### src/pkg/incmc_consts.svh
// Constants for the increment memory controller.
// Assumes inclusion by the package and design files by bare name.
`ifndef INCMC_CONSTS_SVH
`define INCMC_CONSTS_SVH
`define INCMC_ADDR_W        15
`define INCMC_DEV_CODE      6'h2a
`define INCMC_SUB_SET_TICK  2'h0
`define INCMC_SUB_FLAG      2'h1
`define INCMC_SUB_TICK_OFF  2'h2
`define INCMC_ADDR_RESET    15'h0018
`define INCMC_TRAP_RESET    15'h0024
`define INCMC_TICK_RESET    16'h0064
`define INCMC_STAT_ENA_BIT  1
`define INCMC_STAT_FLAG_BIT 0
`define INCMC_STAT_BUSY_BIT 2
`define INCMC_OFS_CTRL      16'h0000
`define INCMC_OFS_DIV       16'h0004
`define INCMC_OFS_TRAP      16'h0008
`define INCMC_OFS_STAT      16'h000c
`endif

### src/pkg/incmc_pkg.sv
// Types for the increment memory controller.
// Assumes the constants header is on the include path.
`include "incmc_consts.svh"
package incmc_pkg;
   typedef enum logic [3:0] {
      INCMC_IDLE   = 4'b0001,
      INCMC_ARMED  = 4'b0010,
      INCMC_REQ    = 4'b0100,
      INCMC_ACTIVE = 4'b1000
   } incmc_state_t;
   typedef logic [`INCMC_ADDR_W-1:0] incmc_addr_t;
endpackage

### src/pkg/incmc_sync_if.sv
// Carrier for synchronised bus inputs between synchroniser and controller.
// Assumes a single core_clk domain.
`timescale 1ns/1ps
interface incmc_sync_if;
   logic sync_rise;
   logic ch_grant;
   logic ch_prio_en;
   logic l0_chain_en;
   logic l0_grant;
   logic ovf_rise;
   logic clear_rise;
   logic iot_rise;
   logic rd_status;
   logic [5:0] dev_sel;
   logic [1:0] sub_sel;
   modport src (output sync_rise, ch_grant, ch_prio_en, l0_chain_en,
                l0_grant, ovf_rise, clear_rise, iot_rise, rd_status,
                dev_sel, sub_sel);
   modport dst (input sync_rise, ch_grant, ch_prio_en, l0_chain_en,
                l0_grant, ovf_rise, clear_rise, iot_rise, rd_status,
                dev_sel, sub_sel);
endinterface

### src/design/incmc_sync.sv
// Two-flop synchronisers and edge detectors for the I/O bus inputs.
// Assumes all pins are asynchronous to core_clk.
`timescale 1ns/1ps
module incmc_sync
   import incmc_pkg::*;
(
   input  wire logic       core_clk,
   input  wire logic       nrst,
   input  wire logic       bus_sync_pulse,
   input  wire logic       channel_grant,
   input  wire logic       channel_priority_enable,
   input  wire logic       level0_chain_enable,
   input  wire logic       level0_priority_grant,
   input  wire logic       increment_overflow_pulse,
   input  wire logic       bus_system_clear,
   input  wire logic       first_iot_pulse,
   input  wire logic       read_status_instruction,
   input  wire logic [5:0] device_select_lines,
   input  wire logic [1:0] subdevice_select_lines,
   incmc_sync_if.src       sb
);
   logic [16:0] meta;
   logic [16:0] stable;
   logic [3:0]  prev;
   always_ff @(posedge core_clk or negedge nrst) begin
      if (!nrst) begin
         meta   <= 17'h0;
         stable <= 17'h0;
      end else begin
         meta   <= {bus_sync_pulse, channel_grant, channel_priority_enable,
                    level0_chain_enable, level0_priority_grant,
                    increment_overflow_pulse, bus_system_clear,
                    first_iot_pulse, read_status_instruction,
                    device_select_lines, subdevice_select_lines};
         stable <= meta;
      end
   end
   // Edge history taken from the second stage only
   always_ff @(posedge core_clk or negedge nrst) begin
      if (!nrst) begin
         prev <= 4'h0;
      end else begin
         prev <= {stable[16], stable[11], stable[10], stable[9]};
      end
   end
   assign sb.sync_rise   = stable[16] & ~prev[3];
   assign sb.ch_grant    = stable[15];
   assign sb.ch_prio_en  = stable[14];
   assign sb.l0_chain_en = stable[13];
   assign sb.l0_grant    = stable[12];
   assign sb.ovf_rise    = stable[11] & ~prev[2];
   assign sb.clear_rise  = stable[10] & ~prev[1];
   assign sb.iot_rise    = stable[9] & ~prev[0];
   assign sb.rd_status   = stable[8];
   assign sb.dev_sel     = stable[7:2];
   assign sb.sub_sel     = stable[1:0];
endmodule

### src/design/incmc_top.sv
// Increment memory controller on the I/O bus, device side.
// Assumes bus pins asynchronous to core_clk; active-low lines as plain bits.
// Contract
// - Program enable starts the tick source.
// - Channel request sets on next sync.
// - Request line, grant sets channel active.
// - Active drives address and increment line.
// - Overflow sets flag, raises level0 or interrupt.
// - No data lines driven, no data register.
// - Channel request needs enable; block downstream.
// - Level0 request needs enable; cut downstream.
// - Device sets its own level0 request.
// - Skip returned on first pulse when true.
// - Status strobe gates one bit per line.
// - Skip tests flag; clear drops flag and request.
// - Decode device and subdevice select code.
// - Level0 grant drives trap address.
// - System clear initialises all state.
`timescale 1ns/1ps
`include "incmc_consts.svh"
module incmc_top
   import incmc_pkg::*;
(
   input  wire logic                     core_clk,
   input  wire logic                     nrst,
   input  wire logic                     bus_sync_pulse,
   input  wire logic                     channel_grant,
   input  wire logic                     channel_priority_enable,
   input  wire logic                     level0_chain_enable,
   input  wire logic                     level0_priority_grant,
   input  wire logic                     increment_overflow_pulse,
   input  wire logic                     bus_system_clear,
   input  wire logic                     first_iot_pulse,
   input  wire logic                     read_status_instruction,
   input  wire logic [5:0]               device_select_lines,
   input  wire logic [1:0]               subdevice_select_lines,
   input  wire logic [`INCMC_ADDR_W-1:0] count_address,
   input  wire logic                     api_select,
   input  wire logic [15:0]              regs_addr,
   input  wire logic [31:0]              regs_wdata,
   input  wire logic                     regs_write,
   input  wire logic                     regs_read,
   output logic      [31:0]              regs_rdata,
   output logic                          channel_request_line_n,
   output logic                          increment_memory_line_n,
   output logic      [`INCMC_ADDR_W-1:0] bus_address_out,
   output logic                          bus_address_oe,
   output logic                          level0_priority_request_n,
   output logic                          program_interrupt_request_n,
   output logic                          skip_request_n,
   output logic      [17:0]              status_lines_out,
   output logic                          status_lines_oe,
   output logic                          channel_priority_enable_out,
   output logic                          level0_chain_enable_out
);
   localparam logic [15:0] OFS_CTRL  = `INCMC_OFS_CTRL;
   localparam logic [15:0] OFS_DIV   = `INCMC_OFS_DIV;
   localparam logic [15:0] OFS_TRAP  = `INCMC_OFS_TRAP;
   localparam logic [15:0] OFS_STAT  = `INCMC_OFS_STAT;

   incmc_sync_if sb ();

   incmc_sync u_sync (
      .core_clk                 (core_clk),
      .nrst                     (nrst),
      .bus_sync_pulse           (bus_sync_pulse),
      .channel_grant            (channel_grant),
      .channel_priority_enable  (channel_priority_enable),
      .level0_chain_enable      (level0_chain_enable),
      .level0_priority_grant    (level0_priority_grant),
      .increment_overflow_pulse (increment_overflow_pulse),
      .bus_system_clear         (bus_system_clear),
      .first_iot_pulse          (first_iot_pulse),
      .read_status_instruction  (read_status_instruction),
      .device_select_lines      (device_select_lines),
      .subdevice_select_lines   (subdevice_select_lines),
      .sb                       (sb)
   );

   incmc_state_t state;
   logic         count_enable_flag;
   logic         tick_request_flag;
   logic         overflow_flag;
   logic         prio_pending;
   logic [15:0]  tick_div;
   logic [15:0]  tick_cnt;
   logic [`INCMC_ADDR_W-1:0] trap_addr;
   logic         selected;
   logic         sw_set_tick;
   logic         sw_clr_tick;
   logic         iot_set;
   logic         iot_clear;
   logic         iot_skip;
   logic         clear_all;
   logic         tick_fire;
   logic         api_ok;

   function automatic logic dev_hit(input logic [5:0] sel);
      dev_hit = (sel == `INCMC_DEV_CODE);
   endfunction

   assign clear_all = sb.clear_rise;
   assign selected  = dev_hit(sb.dev_sel);
   assign iot_set   = sb.iot_rise & selected
                      & (sb.sub_sel == `INCMC_SUB_SET_TICK);
   assign iot_skip  = sb.iot_rise & selected
                      & (sb.sub_sel == `INCMC_SUB_FLAG);
   assign iot_clear = sb.iot_rise & selected
                      & (sb.sub_sel == `INCMC_SUB_TICK_OFF);
   assign sw_set_tick = regs_write & (regs_addr == OFS_CTRL)
                        & regs_wdata[0];
   assign sw_clr_tick = regs_write & (regs_addr == OFS_CTRL)
                        & ~regs_wdata[0];
   assign api_ok = api_select & sb.l0_chain_en;

   // Count enable flag and tick source
   always_ff @(posedge core_clk or negedge nrst) begin
      if (!nrst) begin
         count_enable_flag <= 1'b0;
      end else if (clear_all) begin
         count_enable_flag <= 1'b0;
      end else if (iot_set || sw_set_tick) begin
         count_enable_flag <= 1'b1;
      end else if (sw_clr_tick) begin
         count_enable_flag <= 1'b0;
      end
   end

   always_ff @(posedge core_clk or negedge nrst) begin
      if (!nrst) begin
         tick_cnt <= 16'h0;
      end else if (clear_all || !count_enable_flag) begin
         tick_cnt <= 16'h0;
      end else if (tick_cnt >= tick_div) begin
         tick_cnt <= 16'h0;
      end else begin
         tick_cnt <= tick_cnt + 16'h1;
      end
   end
   assign tick_fire = count_enable_flag && (tick_cnt >= tick_div);

   // Divider and trap address registers
   always_ff @(posedge core_clk or negedge nrst) begin
      if (!nrst) begin
         tick_div  <= `INCMC_TICK_RESET;
         trap_addr <= `INCMC_TRAP_RESET;
      end else if (clear_all) begin
         tick_div  <= `INCMC_TICK_RESET;
         trap_addr <= `INCMC_TRAP_RESET;
      end else if (regs_write && regs_addr == OFS_DIV) begin
         tick_div  <= regs_wdata[15:0];
      end else if (regs_write && regs_addr == OFS_TRAP) begin
         trap_addr <= regs_wdata[`INCMC_ADDR_W-1:0];
      end
   end

   // Tick request flag; a new tick wins over the end-of-cycle clear
   always_ff @(posedge core_clk or negedge nrst) begin
      if (!nrst) begin
         tick_request_flag <= 1'b0;
      end else if (clear_all) begin
         tick_request_flag <= 1'b0;
      end else if (tick_fire) begin
         tick_request_flag <= 1'b1;
      end else if (state == INCMC_ACTIVE && !sb.ch_grant) begin
         tick_request_flag <= 1'b0;
      end
   end

   // Channel request sequence
   always_ff @(posedge core_clk or negedge nrst) begin
      if (!nrst) begin
         state <= INCMC_IDLE;
      end else if (clear_all) begin
         state <= INCMC_IDLE;
      end else begin
         case (state)
            INCMC_IDLE: begin
               if (tick_request_flag) begin
                  state <= INCMC_ARMED;
               end
            end
            INCMC_ARMED: begin
               // Wait for sync with the chain enable present
               if (sb.sync_rise && sb.ch_prio_en) begin
                  state <= INCMC_REQ;
               end
            end
            INCMC_REQ: begin
               if (sb.ch_grant) begin
                  state <= INCMC_ACTIVE;
               end
            end
            INCMC_ACTIVE: begin
               if (!sb.ch_grant) begin
                  state <= INCMC_IDLE;
               end
            end
            default: begin
               state <= INCMC_IDLE;
            end
         endcase
      end
   end

   // Overflow flag and pending level0 request; set wins over clear
   always_ff @(posedge core_clk or negedge nrst) begin
      if (!nrst) begin
         overflow_flag <= 1'b0;
      end else if (clear_all) begin
         overflow_flag <= 1'b0;
      end else if (sb.ovf_rise && state == INCMC_ACTIVE) begin
         overflow_flag <= 1'b1;
      end else if (iot_clear) begin
         overflow_flag <= 1'b0;
      end
   end

   always_ff @(posedge core_clk or negedge nrst) begin
      if (!nrst) begin
         prio_pending <= 1'b0;
      end else if (clear_all) begin
         prio_pending <= 1'b0;
      end else if (sb.ovf_rise && state == INCMC_ACTIVE && api_select) begin
         prio_pending <= 1'b1;
      end else if (iot_clear || (prio_pending && sb.l0_grant)) begin
         prio_pending <= 1'b0;
      end
   end

   // Bus outputs, active-low request lines
   always_comb begin
      channel_request_line_n  = ~(state == INCMC_REQ);
      increment_memory_line_n = ~(state == INCMC_ACTIVE);
      channel_priority_enable_out = sb.ch_prio_en
                                    & ~(state == INCMC_REQ);
      level0_priority_request_n = ~(prio_pending & api_ok);
      level0_chain_enable_out = sb.l0_chain_en
                                & ~(prio_pending & api_select);
      program_interrupt_request_n = ~(overflow_flag & ~api_select);
      skip_request_n = ~(iot_skip & overflow_flag);
      // Address only; data lines never driven
      bus_address_oe  = (state == INCMC_ACTIVE)
                        | (prio_pending & sb.l0_grant);
      if (state == INCMC_ACTIVE) begin
         bus_address_out = count_address;
      end else if (prio_pending && sb.l0_grant) begin
         bus_address_out = trap_addr;
      end else begin
         bus_address_out = '0;
      end
      status_lines_oe  = sb.rd_status;
      status_lines_out = 18'h0;
      status_lines_out[`INCMC_STAT_FLAG_BIT] = overflow_flag;
      status_lines_out[`INCMC_STAT_ENA_BIT]  = count_enable_flag;
      status_lines_out[`INCMC_STAT_BUSY_BIT] = (state != INCMC_IDLE);
   end

   // Register read port, data one cycle after strobe
   always_ff @(posedge core_clk or negedge nrst) begin
      if (!nrst) begin
         regs_rdata <= 32'h0;
      end else if (regs_read) begin
         case (regs_addr)
            OFS_CTRL: regs_rdata <= {31'h0, count_enable_flag};
            OFS_DIV:  regs_rdata <= {16'h0, tick_div};
            OFS_TRAP: regs_rdata <= {17'h0, trap_addr};
            OFS_STAT: regs_rdata <= {26'h0, state, prio_pending,
                                     overflow_flag};
            default:  regs_rdata <= 32'h0;
         endcase
      end else begin
         regs_rdata <= 32'h0;
      end
   end
endmodule

### config.mk
export PLATFORM = sky130hd
export DESIGN_NAME = incmc_top
export DESIGN_NICKNAME = d
export VERILOG_FILES = /design/src/pkg/incmc_pkg.sv /design/src/pkg/incmc_sync_if.sv /design/src/design/incmc_sync.sv /design/src/design/incmc_top.sv
export VERILOG_INCLUDE_DIRS = /design/src /design/src/pkg
export SDC_FILE = /design/constraint.sdc
export NUM_CORES = 1
export LEC_CHECK = 0
export CAP_MARGIN = 20
export CORE_ASPECT_RATIO = 0.7
export CORE_MARGIN = 10
export CORE_UTILIZATION = 45
export CTS_CLUSTER_SIZE = 40
export DETAILED_ROUTE_END_ITERATION = 8
export DONT_BUFFER_PORTS = 1
export GPL_TIMING_DRIVEN = 0
export PLACE_DENSITY = 0.66
export SLEW_MARGIN = 25
export SYNTH_ARGS = -nofsm -noshare
export SYNTH_HDL_FRONTEND = slang
export SYNTH_SLANG_ARGS = --single-unit
### constraint.sdc
create_clock -name core_clk -period 4.9 [get_ports core_clk]
set_input_delay 0.245 -clock core_clk [delete_from_list [all_inputs] [get_ports core_clk]]
set_output_delay 0.245 -clock core_clk [all_outputs]
set_load 0.005 [all_outputs]
==> flow_summary.yaml, run 1 <==
die:
  die_w_um: 147
  ios: 159
  core_sq_um: 11100
  initial_core_util_pct: 46.3
  die-height_um: 109
  dieArea_sq_um: 16100
  rows: 32
global_route:
  antenna_found_initial: 0
  grtUsageTotal_pct: 15.7
  grt_overflow: 0
  grt_max_degree: 110
  grt_pass1_vias: 3836
  grt_pass1_wl_um: 20300
synthesis:
  synth_top_area_share_pct: 50.4
  synthArstFlopShare_pct: 100
  synth_ff_type: "dfrtp_1"
  synthSimpleGateAreaFrac_pct: 19.9
  synth_top_family_by_area: "simple AND/OR/NAND/NOR gates"
  synth-edff-count: 0
  synth_seq_cells: 109
  yosys-top-cells-area: "dfrtp_1, nand2_1, buf_4, ha_1, a21oi_1"
  synth.distinct_cells: 54
  netlist_instances: 521
  synth_compound_area_share_pct: 9.76
  synth_xor_area_share_pct: 2.40
  yosysWarnings: 0
  synth_area_sq_um: 5110
  synth-seq-area-share_pct: 53.5
  synth_top_cell_by_area: "dfrtp_1"
  synth_most_common_cell: "nand2_1"
  muxShareOfSynthArea_pct: 0.587
  synthAdderAreaFrac_pct: 4.16
  yosys-top-cells-count: "nand2_1, dfrtp_1, nor2_1"
  syn_avg_cell_area_sq_um: 9.82
power:
  irDropWorstVdd_mv: 0.182
  power_leakage_nw: 2.58
  p_sw_mw: 0.366
  p_seq_share_pct: 53.7
  power_frac_clock_pct: 42.1
  p_comb_share_pct: 4.1
  switching_share_pct: 21.4
  p_int_mw: 1.35
  power.density_nw_per_um2: 289
clock_network:
  cts_setup_buffers: 0
  numClockSinks: 109
  clock_path_buffers: 2
  tritoncts: "yes"
  postCtsResizedCells: 0
  holdBufCountCts: 19
  htree_levels: 3
  cts-root-buf: "clkbuf_16"
  clk_pin_slew_ns: 0.07
  clk_latency_ns: 0.34
  cts_made_buffers: 9
detailed_routing:
  ant_nets: 0
  first_pass_iters: 5
  drt_iter0_markers: 319
  drc: 0
  wl_per_cell_um: 17.1
  num_vias: 3746
  via_per_inst: 5.06
  wl_um: 12600
sta:
  layout_min_cycle_time_ns: 2.60
  period_share_pct: 53.2
  skew_ns: 0.00705
  grt_setup_unrepaired: "no"
  worst_slew_pin_slew_ns: 0.882
  max_freq_mhz: 384
  finalHoldViolCount: 0
  drv_slew: 0
  setup_viol: 0
  tns_ns: 0
  max_slew_margin_pct: 41.1
placement:
  dp_hpwl_um: 9730
  gp_congestion: 0.819
  placed_cells: 704
  numPortBuffers: 0
  postPlaceCellArea_sq_um: 5420
finish:
  layout-drive-gt1-share_pct: 13.3
  stdcell_area_sq_um: 5940
  final_cells: 740
  seqCellArea_sq_um: 2740
  nets: 684
  n_antenna_cell: 0
  area_growth_pct: 16.1
  final_core_util_pct: 53.7
  fillers: 980
  multi_input_area_sq_um: 2000
setup_path:
  criticalPathCategory: "reg -> out"
  cp.arrival_ns: 2.36
  slowest_delay_ns: 0.85
  slowest_stage: "nor4b_2"
  required_ns: 4.66
  end_kind: "output pin"
  worstPathMaxFanout: 10
  start_kind: "flop"
  cp_cell_sequence: "clkbuf_1 > nor4b_2 > buf_2 > nand2_1 > o21ai_0"
worst_hold_path:
  hold_class: "in -> reg"
status:
  status: "finished clean"
flow_run:
  maxCapViolations: 0
-- worst max-delay path, delay by kind of cell, from the launching register on --
kind,cells,cell delay (ns)
simple gates,2,0.92
buf+inv,2,0.59
flops,1,0.36
compound gates,1,0.14
-- path summary, 6_finish.rpt --
kind / depth (start not counted) / slack, ns / end / start
min in group asynchronous: 2 / 0.45 / u_sync.stable[8] / nrst
min reg2reg: 0 / 0.35 / u_sync.stable[16] / u_sync.meta[16]
max: 5 / 2.30 / bus_address_out[8] / state[1]
min: 2 / 0.03 / tick_div[10] / regs_wdata[10]
max reg2reg: 8 / 2.70 / tick_cnt[8] / tick_div[13]
max in group asynchronous: 2 / 3.97 / tick_cnt[0] / nrst
-- routing by layer --
layer	track usage, %	routed length, um	up-vias
met1	19.6	5650	1773
met4	6.35	255	0
met5	0	0	-
met2	25.3	5870	140
li1	-	-	1815
met3	4.59	842	18
-- registers in the layout (all words and copies together), names as in the netlist --
register / count
tick_cnt: 16
u_sync.stable: 17
regs_rdata: 16
trap_addr: 15
state: 4
u_sync.prev: 4
u_sync.meta: 17
overflow_flag: 1
prio_pending: 1
count_enable_flag: 1
tick_request_flag: 1
tick_div: 16
-- logic make-up (layout without fill, tap and decap cells) --
family,after synthesis,count (layout)
flip-flops,109,109
AO/OA/AOI/OAI,81,81
multiplexers,3,3
XOR/XNOR,14,14
buffers and inverters,81,117
adder cells (fa/ha/maj),17,17
other,1,31
AND/OR/NAND/NOR,215,215
-- power by group through the flow --
stage	registers [mW]	logic (mW)	clock network [mW]
6_report	0.921	0.0711	0.721
3_3_place_gp	0.938	0.0368	0
2_1_floorplan	0.937	0.0337	0
4_1_cts	0.921	0.0690	0.744
5_1_grt	0.922	0.0805	0.772
3_5_place_dp	0.939	0.0371	0
-- stage by stage --
step | hold slack (ns) | worst slack (ns) | total power, mW
after global placement | -0.0473 | 2.67 | 0.974
after detailed placement | -0.0480 | 2.66 | 0.976
after global routing | 0.0186 | 2.08 | 1.77
after CTS | 0.000648 | 2.27 | 1.73
after floorplan | -0.0506 | 3.01 | 0.970
final | 0.0254 | 2.30 | 1.71
-- layout by cell type, fill, tap and decap left out, types with 3 or more instances in the layout --
master	count
dfrtp_1	103
nand4b_1	3
nor2_1	43
nor3_1	6
nand2_1	104
nor2b_1	4
a21oi_1	33
dfstp_2	6
buf_2	7
nand2b_1	6
clkbuf_1	11
conb_1	31
clkbuf_16	9
o21ai_0	20
and4_1	4
buf_4	36
and2_1	3
a22oi_1	9
and3_1	4
mux2i_1	3
a222oi_1	5
o211ai_1	3
nand4_1	3
ha_1	17
inv_1	22
nand3_1	13
xor2_1	7
xnor2_1	7
nand3b_1	5
dlygate4sd3_1	19
nor4_1	5
-- cell type report --
class                           count  share of cell area, %
Multi-Input combinational cell    361                   33.7
Tap cell                          153                   3.23
Clock buffer                        9                   3.79
Timing Repair Buffer               20                   3.67
Inverter                           22                   1.39
Clock inverter                      7                   1.26
Sequential cell                   109                   46.1
Buffer                             59                   6.87
Note: power is estimated with default switching activity, not from simulation.
==> run 2: changes to the inputs <==
- PLACE_DENSITY: 0.66 -> 0.68
- clock period: 4.9 -> 2.25 ns (I/O delays scaled with it)
==> run 2 against run 1 <==
Compared with the run above: the flow now finishes with violations (negative hold slack); clock power increased by 110%; worst setup slack got worse by 2.1 ns; core utilization increased by 1.3 points; hold slack got worse by 0.57 ns; sequential share of layout area decreased by 1.1 points; non-clock buffer count increased by 18; routed wire length increased by 2.3%; power increased by 110%; critical endpoint is now tick_cnt[7]; largest cell class unchanged; largest power group unchanged.
==> flow_summary.yaml, run 2 (synthesized netlist as in run 1, its figures left out) <==
clock_network:
  htree_levels: 3
  numClockSinks: 109
  clock_path_buffers: 2
  holdBufCountCts: 35
  clk_latency_ns: 0.35
  cts-root-buf: "clkbuf_16"
  clk_pin_slew_ns: 0.07
  cts_made_buffers: 9
  tritoncts: "yes"
sta:
  finalHoldViolCount: 109
  worst_slew_pin_slew_ns: 0.577
  holdWs_ns: -0.547
  max_freq_mhz: 476
  skew_ns: 0.00846
  max_slew_margin_pct: 61.5
  drv_slew: 0
  grt_setup_unrepaired: "no"
  tns_ns: 0
  layout_min_cycle_time_ns: 2.10
  period_share_pct: 93.3
  setup_viol: 0
power:
  p_int_mw: 2.84
  switching_share_pct: 22.0
  power_leakage_nw: 2.64
  irDropWorstVdd_mv: 0.396
  p_sw_mw: 0.800
  p_seq_share_pct: 55.2
  p_comb_share_pct: 4.0
  power_frac_clock_pct: 40.8
  power.density_nw_per_um2: 598
die:
  core_sq_um: 11100
  die-height_um: 109
  initial_core_util_pct: 46.3
  die_w_um: 147
  rows: 32
  ios: 159
  dieArea_sq_um: 16100
setup_path:
  required_ns: 2.48
  end_kind: "flop"
  start_kind: "flop"
  reg2reg_slack_ns: 0.15
  criticalPathCategory: "reg -> reg"
  cp.arrival_ns: 2.33
  path_buf_inv: 2
  worstPathMaxFanout: 10
  slowest_delay_ns: 0.41
  critical_path.top_delay_family: "simple AND/OR/NAND/NOR gates"
  slowest_stage: "dfrtp_1"
  cp_cell_sequence: "inv_1 > ha_1 > nand4_1 > nor3_1 > o2111ai_1 > nand4_2 > buf_2 > nor2_1"
global_route:
  antenna_found_initial: 0
  grtUsageTotal_pct: 15.9
  grt_pass1_wl_um: 20600
  grt_pass1_vias: 3919
  grt_overflow: 0
  grt_max_degree: 110
detailed_routing:
  wl_um: 12900
  drt_iter0_markers: 324
  wl_met3_um: 868
  first_pass_iters: 6
  ant_nets: 0
  dr.max_layer_used: "met4"
  via_per_inst: 5.06
  drc: 0
  wl_met1_um: 5760
  dr_wl_met2_um: 6160
  wl_per_cell_um: 17.0
  num_vias: 3834
finish:
  stdcell_area_sq_um: 6080
  final_common_cell: "nand2_1"
  nets: 702
  layout-drive-gt1-share_pct: 13.6
  reg_top3: "u_sync.meta (17), u_sync.stable (17)"
  layout_common_cells: "nand2_1, dfrtp_1, nor2_1"
  n_antenna_cell: 0
  area_growth_pct: 19.0
placement:
  gp_congestion: 0.852
  postPlaceCellArea_sq_um: 5420
  numPortBuffers: 0
  dp_hpwl_um: 9930
status:
  violations: "negative hold slack"
  status: "finished with violations"
flow_run:
  maxCapViolations: 0
worst_hold_path:
  hold_class: "in -> async"
run 2: final timing paths:
path,from,endpoint,cells past startpoint
worst max-delay path,tick_div[15],tick_cnt[7],8
worst min-delay path,nrst,u_sync.stable[8],0
max in group asynchronous,nrst,trap_addr[5],0
min in group core_clk,regs_addr[3],count_enable_flag,3
worst min register to register,u_sync.meta[11],u_sync.stable[11],0
worst max register to register,tick_div[15],tick_cnt[7],8
run 2: area by class of cell:
type	instances	area (sq um)
Buffer	59	409
Clock buffer	9	225
Clock inverter	7	51.3
Fill cell	977	4970
Inverter	22	82.6
Multi-Input combinational cell	361	2020
Sequential cell	109	2740
Tap cell	153	191
Timing Repair Buffer	38	373
run 2: metrics by stage:
| stage | power [mW] | hold WS [ns] | instances | setup slack (ns) | util [%] |
|---|---|---|---|---|---|
| floorplan | 2.11 | -0.183 | 551 | 0.357 | - |
| global placement | 2.12 | -0.180 | 704 | 0.0281 | 49.0 |
| finish | 3.64 | -0.547 | 758 | 0.150 | 55.0 |
| global route | 3.77 | -0.569 | 758 | 0.0151 | 55.0 |
| detailed placement | 2.12 | -0.180 | 704 | -0.0238 | 49.0 |
| CTS | 3.67 | -0.562 | 757 | 0.0789 | 55.0 |
run 2: routing by layer:
metal | vias to the layer above | GRT usage, %
li1 | 1847 | -
met1 | 1841 | 20.0
met2 | 132 | 26.1
met3 | 14 | 5.05
met4 | 0 | 4.51
met5 | - | 0
run 2: power groups by stage:
stage	clock network [mW]	logic, mW	registers, mW
floorplan	0	0.0733	2.04
global placement	0	0.0804	2.04
detailed placement	0	0.0809	2.04
CTS	1.52	0.140	2.01
global route	1.60	0.158	2.01
finish	1.48	0.145	2.01
run 2: repair_timing:
| item | 4_1_cts | 5_1_grt |
|---|---|---|
| setup buffers | 2 | 1 |
| pin swaps | 1 | 2 |
| hold endpoints to repair | 163 | 109 |
| gates resized for setup | 2 | 2 |
| setup endpoints to repair | 26 | 20 |
